`src/common/esm_pkg.sv`:
```
// shared constants and carriers for the ethernet status and media control block
package esm_pkg;
    // register byte addresses
    localparam logic [3:0]  ADDR_CTRL      = 4'h0;
    localparam logic [3:0]  ADDR_STAT      = 4'h4;
    localparam logic [31:0] CTRL_RESET     = 32'h0000_0000;
    // control bit positions
    localparam int CB_RX_DATA_EN   = 27;
    localparam int CB_RX_HALF_EN   = 26;
    localparam int CB_RX_PKT_EN    = 25;
    localparam int CB_TX_SPACE_EN  = 19;
    localparam int CB_TX_HALF_EN   = 18;
    localparam int CB_TX_DONE_EN   = 17;
    localparam int CB_MODE_HI      = 15;
    localparam int CB_MODE_LO      = 14;
    localparam int CB_POWER_DOWN   = 7;
    localparam int CB_PORT_HI      = 6;
    localparam int CB_PORT_LO      = 5;
    localparam int CB_LINK_PULSE   = 4;
    localparam int CB_LOOPBACK     = 3;
    localparam int CB_CABLE        = 2;
    // status bit positions
    localparam int SB_BYTES_HI     = 29;
    localparam int SB_BYTES_LO     = 28;
    localparam int SB_RX_DATA      = 27;
    localparam int SB_RX_HALF      = 26;
    localparam int SB_RX_PKT       = 25;
    localparam int SB_RX_DISCARD   = 24;
    localparam int SB_TX_SPACE     = 19;
    localparam int SB_TX_HALF      = 18;
    localparam int SB_TX_DONE      = 17;
    localparam int SB_TX_EMPTY     = 16;
    // fifo thresholds in bytes
    localparam int RX_HALF_BYTES   = 1024;
    localparam int TX_HALF_BYTES   = 64;
    // interface mode encodings
    typedef enum logic [1:0] {
        ESM_MODE_MII   = 2'h0,
        ESM_MODE_RSVD  = 2'h1,
        ESM_MODE_ENDA  = 2'h2,
        ESM_MODE_ENDB  = 2'h3
    } esm_mode_t;
    // fifo side state reported into the block
    typedef struct packed {
        logic        rx_word_avail;
        logic [1:0]  rx_word_byte_count;
        logic [11:0] rx_level_bytes;
        logic        rx_packet_arrived;
        logic        tx_word_space;
        logic [11:0] tx_level_bytes;
        logic        tx_packet_finished;
    } esm_fifo_t;
    // repurposed pin outputs toward the phy
    typedef struct packed {
        logic txd1_o;
        logic txd1_oe;
        logic txd2_o;
        logic txd3_o;
        logic txer_o;
        logic mdc_o;
        logic mdio_o;
        logic mdio_oe;
    } esm_pins_t;
endpackage

```
`src/hw/esm_status_media.sv`:
```
// ethernet general status flags, control register and encoder_decoder_phy media pin mapping
`timescale 1ns/100ps

// What this block does
// - media control bits reach phy pins only in encoder_decoder_phy modes
// - bit 7 drives txd1 inverted, open drain in first variant
// - bits 6:5 drive txd2 and txd3 uninverted as port select
// - bit 4 drives txer uninverted as link pulse control
// - bit 3 drives mdc inverted as phy loopback control
// - bit 2 drives mdio uninverted as cable type select
// - status bits 29:28 give valid bytes of next receive word
// - bit 27 high while receive data readable, interrupt when enabled
// - receive data ready held low while packet ready is set
// - bit 26 high while receive fifo holds over 1024 bytes and packet ready is clear
// - bit 25 set when a new received packet is available
// - writing one to bit 25 clears packet ready, releasing rx flags
// - writing one to bit 24 clears packet ready and discards packet
// - bit 19 high while transmit fifo can accept a word
// - transmit space flag held low while transmit done is set
// - bit 18 high while transmit fifo holds under 64 bytes and transmit done is clear
// - bit 17 set when packet transmission completes
// - writing one to bit 17 clears done, releasing tx flags
// - bit 16 high while transmit fifo is empty
// - bits 15:0 sample phy pins only in encoder_decoder_phy modes
// - mode field 00 mii, 01 reserved, 10 and 11 encoder_decoder_phy variants
module esm_status_media (
    // clock and reset
    input  wire logic              clk,
    input  wire logic              sys_rst,
    input  wire logic              clk_en,
    // avalon-mm slave
    input  wire logic [3:0]        avs_address,
    input  wire logic              avs_read,
    input  wire logic              avs_write,
    input  wire logic [31:0]       avs_writedata,
    input  wire logic [3:0]        avs_byteenable,
    output logic      [31:0]       avs_readdata,
    output logic                   avs_waitrequest,
    // fifo side
    input  wire esm_pkg::esm_fifo_t fifo_i,
    output logic                   rx_discard_pulse,
    // phy pins
    input  wire logic [4:0]        phy_status_pins,
    input  wire esm_pkg::esm_pins_t mii_pins_i,
    output esm_pkg::esm_pins_t     pins_o,
    // interrupt
    output logic                   eth_irq
);
    logic [31:0] ctrl_r;
    logic        rx_pkt_r;
    logic        tx_done_r;
    logic        ack_r;
    logic [31:0] stat_w;
    logic [31:0] wmask_w;
    logic [31:0] ctrl_nxt;
    logic [31:0] rdata_w;
    logic        is_encoder_decoder_phy;
    logic        is_vara;
    logic        hit_ctrl;
    logic        hit_stat;
    logic        wr_stat;
    logic        clr_rx;
    logic        skip_rx;
    logic        clr_tx;
    logic        rx_data_w;
    logic        rx_half_w;
    logic        tx_space_w;
    logic        tx_half_w;
    logic        tx_empty_w;
    logic [15:0] media_w;
    logic        irq_w;
    esm_pkg::esm_mode_t mode_w;
    esm_pkg::esm_pins_t pins_w;

    // byte lane mask
    genvar g;
    generate
        for (g = 0; g < 4; g++) begin : g_lane
            assign wmask_w[g*8 +: 8] = {8{avs_byteenable[g]}};
        end
    endgenerate

    // address decode, one wait cycle per access
    assign hit_ctrl = (avs_address == esm_pkg::ADDR_CTRL);
    assign hit_stat = (avs_address == esm_pkg::ADDR_STAT);
    assign wr_stat  = avs_write && hit_stat && ack_r && clk_en;
    assign ctrl_nxt = (ctrl_r & ~wmask_w) | (avs_writedata & wmask_w);

    // mode decode
    assign mode_w   = esm_pkg::esm_mode_t'(ctrl_r[esm_pkg::CB_MODE_HI:esm_pkg::CB_MODE_LO]);
    assign is_encoder_decoder_phy = (mode_w == esm_pkg::ESM_MODE_ENDA) ||
                      (mode_w == esm_pkg::ESM_MODE_ENDB);
    assign is_vara  = (mode_w == esm_pkg::ESM_MODE_ENDA);

    // write-one clears; zero leaves state alone
    assign clr_rx  = wr_stat && avs_byteenable[3]
                     && avs_writedata[esm_pkg::SB_RX_PKT];
    assign skip_rx = wr_stat && avs_byteenable[3]
                     && avs_writedata[esm_pkg::SB_RX_DISCARD];
    assign clr_tx  = wr_stat && avs_byteenable[2]
                     && avs_writedata[esm_pkg::SB_TX_DONE];

    // level flags, all but tx empty gated by sticky flags
    assign rx_data_w  = fifo_i.rx_word_avail && !rx_pkt_r;
    assign rx_half_w  = (int'(fifo_i.rx_level_bytes) > esm_pkg::RX_HALF_BYTES)
                        && !rx_pkt_r;
    assign tx_space_w = fifo_i.tx_word_space && !tx_done_r;
    assign tx_half_w  = (int'(fifo_i.tx_level_bytes) < esm_pkg::TX_HALF_BYTES)
                        && !tx_done_r;
    assign tx_empty_w = (fifo_i.tx_level_bytes == 12'h000);

    // media status, sampled pins only in encoder_decoder_phy modes
    assign media_w = is_encoder_decoder_phy ? {phy_status_pins[4], 1'b0, phy_status_pins[3],
                                 phy_status_pins[2], phy_status_pins[1],
                                 phy_status_pins[0], 10'h000}
                              : 16'h0000;

    always_comb begin
        stat_w = 32'h0000_0000;
        stat_w[esm_pkg::SB_BYTES_HI:esm_pkg::SB_BYTES_LO] = fifo_i.rx_word_byte_count;
        stat_w[esm_pkg::SB_RX_DATA]  = rx_data_w;
        stat_w[esm_pkg::SB_RX_HALF]  = rx_half_w;
        stat_w[esm_pkg::SB_RX_PKT]   = rx_pkt_r;
        stat_w[esm_pkg::SB_TX_SPACE] = tx_space_w;
        stat_w[esm_pkg::SB_TX_HALF]  = tx_half_w;
        stat_w[esm_pkg::SB_TX_DONE]  = tx_done_r;
        stat_w[esm_pkg::SB_TX_EMPTY] = tx_empty_w;
        stat_w[15:0] = media_w;
    end

    assign irq_w = (rx_data_w  && ctrl_r[esm_pkg::CB_RX_DATA_EN])  ||
                   (rx_half_w  && ctrl_r[esm_pkg::CB_RX_HALF_EN])  ||
                   (rx_pkt_r   && ctrl_r[esm_pkg::CB_RX_PKT_EN])   ||
                   (tx_space_w && ctrl_r[esm_pkg::CB_TX_SPACE_EN]) ||
                   (tx_half_w  && ctrl_r[esm_pkg::CB_TX_HALF_EN])  ||
                   (tx_done_r  && ctrl_r[esm_pkg::CB_TX_DONE_EN]);

    // pin mapping; mii function passes through otherwise
    always_comb begin
        pins_w = mii_pins_i;
        if (is_encoder_decoder_phy) begin
            pins_w.txd1_o  = is_vara ? 1'b0 : !ctrl_r[esm_pkg::CB_POWER_DOWN];
            pins_w.txd1_oe = is_vara ? ctrl_r[esm_pkg::CB_POWER_DOWN] : 1'b1;
            pins_w.txd2_o  = ctrl_r[esm_pkg::CB_PORT_HI];
            pins_w.txd3_o  = ctrl_r[esm_pkg::CB_PORT_LO];
            pins_w.txer_o  = ctrl_r[esm_pkg::CB_LINK_PULSE];
            pins_w.mdc_o   = !ctrl_r[esm_pkg::CB_LOOPBACK];
            pins_w.mdio_o  = ctrl_r[esm_pkg::CB_CABLE];
            pins_w.mdio_oe = 1'b1;
        end
    end

    // bus handshake and control register
    // waitrequest idles high and drops only for the cycle an access is taken
    always_ff @(posedge clk or posedge sys_rst) begin
        if (sys_rst) begin
            ack_r           <= 1'b0;
            avs_waitrequest <= 1'b1;
            ctrl_r          <= esm_pkg::CTRL_RESET;
        end else if (clk_en) begin
            ack_r           <= (avs_read || avs_write) && !ack_r;
            avs_waitrequest <= !((avs_read || avs_write) && !ack_r);
            if (avs_write && hit_ctrl && ack_r) begin
                ctrl_r <= ctrl_nxt;
            end
        end
    end

    // read select, unmapped addresses read zero
    assign rdata_w = hit_ctrl ? ctrl_r : (hit_stat ? stat_w : 32'h0000_0000);

    // read data
    always_ff @(posedge clk or posedge sys_rst) begin
        if (sys_rst) begin
            avs_readdata <= 32'h0000_0000;
        end else if (clk_en) begin
            avs_readdata <= rdata_w;
        end
    end

    // sticky flags, a new event wins over a clear
    always_ff @(posedge clk or posedge sys_rst) begin
        if (sys_rst) begin
            rx_pkt_r  <= 1'b0;
            tx_done_r <= 1'b0;
        end else if (clk_en) begin
            rx_pkt_r  <= fifo_i.rx_packet_arrived || (rx_pkt_r && !clr_rx && !skip_rx);
            tx_done_r <= fifo_i.tx_packet_finished || (tx_done_r && !clr_tx);
        end
    end

    // registered outputs
    always_ff @(posedge clk or posedge sys_rst) begin
        if (sys_rst) begin
            rx_discard_pulse <= 1'b0;
            eth_irq          <= 1'b0;
            pins_o           <= '0;
        end else if (clk_en) begin
            rx_discard_pulse <= skip_rx;
            eth_irq          <= irq_w;
            pins_o           <= pins_w;
        end
    end

    // checks
    property p_rx_gate;
        @(posedge clk) disable iff (sys_rst)
        rx_pkt_r |-> !stat_w[esm_pkg::SB_RX_DATA] && !stat_w[esm_pkg::SB_RX_HALF];
    endproperty
    a_rx_gate: assert property (p_rx_gate) else $error("rx ready while packet flag set");

    property p_tx_gate;
        @(posedge clk) disable iff (sys_rst)
        tx_done_r |-> !stat_w[esm_pkg::SB_TX_SPACE];
    endproperty
    a_tx_gate: assert property (p_tx_gate) else $error("tx space while done set");

    property p_rx_set;
        @(posedge clk) disable iff (sys_rst)
        (clk_en && fifo_i.rx_packet_arrived) |=> rx_pkt_r;
    endproperty
    a_rx_set: assert property (p_rx_set) else $error("packet flag not set");

    property p_tx_set;
        @(posedge clk) disable iff (sys_rst)
        (clk_en && fifo_i.tx_packet_finished) |=> tx_done_r;
    endproperty
    a_tx_set: assert property (p_tx_set) else $error("done flag not set");

    property p_skip;
        @(posedge clk) disable iff (sys_rst)
        (skip_rx && !fifo_i.rx_packet_arrived) |=> !rx_pkt_r && rx_discard_pulse;
    endproperty
    a_skip: assert property (p_skip) else $error("skip did not clear and discard");

    property p_zero_write;
        @(posedge clk) disable iff (sys_rst)
        (wr_stat && !avs_writedata[esm_pkg::SB_TX_DONE] && tx_done_r) |=> tx_done_r;
    endproperty
    a_zero_write: assert property (p_zero_write) else $error("zero write cleared");

    property p_mii_pins;
        @(posedge clk) disable iff (sys_rst)
        (clk_en && !is_encoder_decoder_phy) |=> pins_o == $past(mii_pins_i);
    endproperty
    a_mii_pins: assert property (p_mii_pins) else $error("pins changed in mii mode");

    property p_loop_pin;
        @(posedge clk) disable iff (sys_rst)
        (clk_en && is_encoder_decoder_phy) |=> pins_o.mdc_o == !$past(ctrl_r[esm_pkg::CB_LOOPBACK]);
    endproperty
    a_loop_pin: assert property (p_loop_pin) else $error("mdc not inverted loopback");

    property p_media_zero;
        @(posedge clk) disable iff (sys_rst)
        !is_encoder_decoder_phy |-> stat_w[15:0] == 16'h0000;
    endproperty
    a_media_zero: assert property (p_media_zero) else $error("media status outside encoder_decoder_phy");

    property p_irq;
        @(posedge clk) disable iff (sys_rst)
        (clk_en && tx_done_r && ctrl_r[esm_pkg::CB_TX_DONE_EN]) |=> eth_irq;
    endproperty
    a_irq: assert property (p_irq) else $error("interrupt missing");

    property p_pdn_open;
        @(posedge clk) disable iff (sys_rst)
        (clk_en && is_vara) |=>
            !pins_o.txd1_o && (pins_o.txd1_oe == $past(ctrl_r[esm_pkg::CB_POWER_DOWN]));
    endproperty
    a_pdn_open: assert property (p_pdn_open) else $error("open drain power down wrong");

    property p_pdn_push;
        @(posedge clk) disable iff (sys_rst)
        (clk_en && (mode_w == esm_pkg::ESM_MODE_ENDB)) |=>
            pins_o.txd1_oe && (pins_o.txd1_o == !$past(ctrl_r[esm_pkg::CB_POWER_DOWN]));
    endproperty
    a_pdn_push: assert property (p_pdn_push) else $error("push pull power down wrong");

    property p_port_pins;
        @(posedge clk) disable iff (sys_rst)
        (clk_en && is_encoder_decoder_phy) |=> (pins_o.txd2_o == $past(ctrl_r[esm_pkg::CB_PORT_HI])) &&
            (pins_o.txd3_o == $past(ctrl_r[esm_pkg::CB_PORT_LO]));
    endproperty
    a_port_pins: assert property (p_port_pins) else $error("port select pins wrong");

    property p_link_pin;
        @(posedge clk) disable iff (sys_rst)
        (clk_en && is_encoder_decoder_phy) |=> pins_o.txer_o == $past(ctrl_r[esm_pkg::CB_LINK_PULSE]);
    endproperty
    a_link_pin: assert property (p_link_pin) else $error("link pulse pin wrong");

    property p_cable_pin;
        @(posedge clk) disable iff (sys_rst)
        (clk_en && is_encoder_decoder_phy) |=> pins_o.mdio_oe &&
            (pins_o.mdio_o == $past(ctrl_r[esm_pkg::CB_CABLE]));
    endproperty
    a_cable_pin: assert property (p_cable_pin) else $error("cable select pin wrong");

    property p_byte_count;
        @(posedge clk) disable iff (sys_rst)
        stat_w[esm_pkg::SB_BYTES_HI:esm_pkg::SB_BYTES_LO] == fifo_i.rx_word_byte_count;
    endproperty
    a_byte_count: assert property (p_byte_count) else $error("byte count field wrong");

    property p_rx_data;
        @(posedge clk) disable iff (sys_rst)
        (!rx_pkt_r && fifo_i.rx_word_avail) |-> stat_w[esm_pkg::SB_RX_DATA];
    endproperty
    a_rx_data: assert property (p_rx_data) else $error("rx data flag missing");

    property p_rx_half;
        @(posedge clk) disable iff (sys_rst)
        (!rx_pkt_r && (int'(fifo_i.rx_level_bytes) > esm_pkg::RX_HALF_BYTES))
            |-> stat_w[esm_pkg::SB_RX_HALF];
    endproperty
    a_rx_half: assert property (p_rx_half) else $error("rx half flag missing");

    property p_tx_space;
        @(posedge clk) disable iff (sys_rst)
        (!tx_done_r && fifo_i.tx_word_space) |-> stat_w[esm_pkg::SB_TX_SPACE];
    endproperty
    a_tx_space: assert property (p_tx_space) else $error("tx space flag missing");

    property p_tx_half;
        @(posedge clk) disable iff (sys_rst)
        (!tx_done_r && (int'(fifo_i.tx_level_bytes) < esm_pkg::TX_HALF_BYTES))
            |-> stat_w[esm_pkg::SB_TX_HALF];
    endproperty
    a_tx_half: assert property (p_tx_half) else $error("tx half flag missing");

    property p_tx_empty;
        @(posedge clk) disable iff (sys_rst)
        (fifo_i.tx_level_bytes == 12'h000) |-> stat_w[esm_pkg::SB_TX_EMPTY];
    endproperty
    a_tx_empty: assert property (p_tx_empty) else $error("tx empty flag missing");

    property p_rx_clear;
        @(posedge clk) disable iff (sys_rst)
        (clr_rx && !fifo_i.rx_packet_arrived) |=> !rx_pkt_r;
    endproperty
    a_rx_clear: assert property (p_rx_clear) else $error("packet flag not cleared");

    property p_tx_clear;
        @(posedge clk) disable iff (sys_rst)
        (clr_tx && !fifo_i.tx_packet_finished) |=> !tx_done_r;
    endproperty
    a_tx_clear: assert property (p_tx_clear) else $error("done flag not cleared");
endmodule

```
`config.mk`:
```
export PLATFORM = sky130hd
export DESIGN_NAME = esm_status_media
export DESIGN_NICKNAME = d
export VERILOG_FILES = /design/src/common/esm_pkg.sv /design/src/hw/esm_status_media.sv
export SDC_FILE = /design/constraint.sdc
export NUM_CORES = 1
export LEC_CHECK = 0
export ABC_AREA = 1
export BUFFER_PORTS_ARGS = -buffer_cell sky130_fd_sc_hd__buf_4
export CAP_MARGIN = 20
export CORE_ASPECT_RATIO = 1.5
export CORE_UTILIZATION = 54
export CTS_BUF_LIST = sky130_fd_sc_hd__clkbuf_8
export CTS_CLUSTER_SIZE = 8
export DETAILED_ROUTE_END_ITERATION = 6
export MAX_ROUTING_LAYER = met4
export PLACE_DENSITY_LB_ADDON = 0.25
export SLEW_MARGIN = 10
export SYNTH_ARGS = -nofsm -noshare
export SYNTH_HDL_FRONTEND = slang
export SYNTH_SLANG_ARGS = --single-unit
```
`constraint.sdc`:
```
create_clock -name clk -period 5.4 [get_ports clk]
set_clock_uncertainty 0.05 [all_clocks]
set_input_delay 1.08 -clock clk [delete_from_list [all_inputs] [get_ports clk]]
set_output_delay 1.08 -clock clk [all_outputs]
set_load 0.03 [all_outputs]
```
# Word-level counts from Yosys, hierarchy flattened
# Cells that the tools add are included.
# Widths: inputs -> output; s select.
# word_totals
reg_bits,78
input_bits,88
out_inout_bits,43
wordCells,76
# classes
magnitude_cmp,2
eq_ne,3
muxes,6
bitwise_logic,4
n_reduce_logical,45
# ops
cell,n
$and 32x32->32,2
$mux 32,1
$not 32->32,1
$or 32x32->32,1
$mux 30,1
$logic_and 1x1->1,24
$mux 16,1
$gt 12x11->1 const B,1
$logic_not 12->1,1
$lt 12x7->1 const B,1
$logic_not 1->1,9
$logic_or 1x1->1,9
$mux 8,1
$eq 2x2->1 const B,2
$eq 4x3->1 const B,1
$logic_not 4->1,1
$mux 1,2
$reduce_and 2->1,1

# Longest topological paths before layout
# depth
depth_word,10
ltp_mapped,9
depth_no_buf,7

# Least setup slack after synthesis
# Ideal clock, no wire load.
# synth_path
kind,in2reg
startpoint,input port clk_en
endpoint,register with a tool-made name
setup_ns,0.120
t_arrival_ns,1.876
required_time_ns,5.230
slack_ns,3.353
cell_stages,7
path_buffers,3
cell_sequence,buf_4 and3_4 nand2_4 buf_6 buf_6 o21ai_1 nand2_1
# synth_lines
element,line_no,rtl
from (decl),esm_status_media.sv:30,"input wire logic clk_en,"

==> impl_metrics.csv <==
group,metric,value,unit
die,die_y,99.3,um
yosys,synthTopCellsByArea,"dfrtp_1 57%, nand2_1 14%, o21ai_0 4.4%",
hold_path,hold_depth,2,
die,die_area,6640,um2
hold_path,holdCritPathClass,"reg -> reg",
cts,clk_pin_slew,0.08,ns
route,drt_iter0_markers,358,
route,drc,0,
die,ioPinCount,131,
critical_path,start_kind,"input port",
critical_path,startpoint,"avs_address[1]",
cts,ctsLongestPathBuffers,2,
sta,worst_pin_slew,0.956,ns
route,viasPerCell,5.42,
yosys,synth_top_cell_area_share,56.5,%
critical_path,worstSetupPathType,"in -> reg",
route,routed_wl,9.06,mm
sta,fin_crit_sh,49.6,%
yosys,synthesis.nets,477,
sta,fmax,0.373,GHz
place,hpwl,6.38,mm
sta,finalSetupViolCount,0,
yosys,seq_area_frac_synth,57.3,%
grt,grt_usage,30.1,%
critical_path,crit-reg2reg-launch,"ack_r",
critical_path,critPathRequiredTime,5.61,ns
die,fp-row-count,35,
grt,grt_max_degree,79,
place,port_buffers,130,
grt,overflow,0,
finish,fin_area,4640,um2
yosys,ys_seq_elements,78,
route,dr.pass1.iters,5,
sta,maxSlewHeadroom,36.3,%
yosys,yosysWarningCount,0,
die,core-area,6130,um2
die,dieWidth,66.9,um
pwr,p_leak,0.00240,uW
sta,maxSlewViolCount,0,
cts,clock_sinks,78,
sta,tns,0,ns
place,place.gp.congestion,0.836,
cts,cts_inserted_buffers,9,
finish,syn2layout_area_growth,36.0,%
yosys,netlist_instances,389,
cts,htree_num_levels,3,
critical_path,cpPeakStageDelay,0.41,ns
pwr,ir_worst_vdd,0.000138,V
sta,rsz0062_at_grt,"no",
hold_path,worstHoldStart,"avs_waitrequest",
critical_path,worstRegToRegCells,5,
cts,hold_buffers,0,
die,start_util,55.6,%
yosys,yosysTopAreaCell,"dfrtp_1",
grt,grt_pass1_wl,14.5,mm
yosys,syn_area,3410,um2
yosys,synth.distinct_cells,29,
critical_path,crit_slowest_cell,"nand3_2",
route,antenna_left,0,
cts,clkLatencyLatePin,0.36,ns
route,post_drt_wl_per_cell,15.3,um
critical_path,cp_cell_sequence,"buf_4 > nor2_2 > nand3_2 > inv_2 > nand2_4 > nor2_4 > nand2_1 > o21ai_0",
finish,layout_commonest_cell,"buf_4",
finish,drive_gt1_share,30.8,%
critical_path,r2r_setup_slack,3.94,ns
route,vias,3219,
yosys,avgSynthCellArea,8.76,um2
sta,report.final.hold_viol_count,0,
finish,n_antenna_cell,0,
critical_path,critPathCaptureType,"flop",
cts,postCtsSetupRepairBufs,0,
cts,cts-root-buf,"clkbuf_8",
hold_path,holdPathEnd,"avs_waitrequest",
grt,antenna_found_initial,0,
sta,finalCriticalPeriod,2.68,ns
grt,grt_pass1_vias,3323,
place,place_area,4390,um2
finish,mostFrequentLayoutCells,"132 x buf_4, 125 x nand2_1, 77 x dfrtp_1",
cts,cts-resized-gates,0,
critical_path,cp.buffers_inverters,2,
critical_path,cp_max_fo,22,
cts,cts_tree,"done",
finish,fin_nets,603,
critical_path,crit_family,"simple AND/OR/NAND/NOR gates",
job,max_cap_viol_count,0,
status,status,"finished, final reports clean",
critical_path,arrival,2.89,ns
pwr,p_per_area,301,nW/um2
worst max path at each step:
stage / end / depth (start not counted)
final: flop / 8
after global routing: flop / 8
after global placement: flop / 7
after CTS: flop / 8
after floorplan: asynchronous set/reset pin / 1
after detailed placement: flop / 7
worst register-to-register path, delay by kind of cell, from the launching register on:
kind / cells / cell delay [ns]
AOI/OAI and AO/OA: 1 / 0.11
and+or+nand+nor: 4 / 0.84
DFF: 1 / 0.37
power by group:
part	internal, uW	leakage (uW)	switching (uW)
clock network	308	0.000116	220
logic	88.0	0.00132	121
registers	631	0.000967	25.9
metrics by stage:
step	util, %	setup WS, ns	hold slack, ns	power, uW	instances
after global routing	75.6	2.58	0.463	1450	594
after floorplan	-	2.28	0.396	771	389
final	75.6	2.72	0.429	1390	594
after CTS	75.6	2.71	0.428	1400	594
after detailed placement	71.6	2.37	0.415	875	578
after global placement	71.6	2.54	0.409	866	578
final cells by class:
| type | count | area [um2] |
|---|---|---|
| Sequential cell | 78 | 1950 |
| Fill cell | 456 | 1500 |
| Multi-Input combinational cell | 263 | 1230 |
| Timing Repair Buffer | 132 | 991 |
| Clock buffer | 9 | 124 |
| Clock inverter | 7 | 123 |
| Inverter | 31 | 118 |
| Tap cell | 74 | 92.6 |
per-layer routing:
| metal | part of all wire [%] | global-route usage, % | up-vias | wire [um] |
|---|---|---|---|---|
| met5 | 0 | - | - | 0 |
| met4 | 2.8 | 15.9 | 0 | 257 |
| met3 | 6.8 | 4.70 | 24 | 619 |
| met2 | 53 | 50.0 | 156 | 4790 |
| met1 | 37 | 34.0 | 1521 | 3400 |
| li1 | - | - | 1518 | - |
synth_stat cells:
| cell type | n |
|---|---|
| o22ai_1 | 2 |
| o31ai_1 | 12 |
| o21ai_1 | 13 |
| inv_1 | 29 |
| o211ai_1 | 6 |
| nand3_1 | 20 |
| o21a_1 | 1 |
| nand3_2 | 1 |
| and3_4 | 1 |
| clkbuf_1 | 6 |
| a32o_1 | 1 |
| a21oi_1 | 3 |
| nand4_1 | 4 |
| nand2_4 | 1 |
| buf_4 | 1 |
| nor2_4 | 4 |
| nor3_1 | 1 |
| nor2_2 | 1 |
| buf_2 | 6 |
| nand2_1 | 125 |
| dfstp_2 | 1 |
| buf_6 | 4 |
| nor2_1 | 30 |
| dfrtp_1 | 77 |
| inv_2 | 1 |
| or2_2 | 1 |
| clkinv_1 | 1 |
| a31oi_1 | 6 |
| o21ai_0 | 30 |
logic make-up (layout without fill, tap and decap cells):
group                  count (synthesis)  after routing  share of synthesized area (%)
and+or+nand+nor                      189            189                           23.5
DFF                                   78             78                           57.3
buffers and inverters                 48            179                           6.50
AOI/OAI and AO/OA                     74             74                           12.7
No activity file was read; power rests on OpenSTA's default activity.
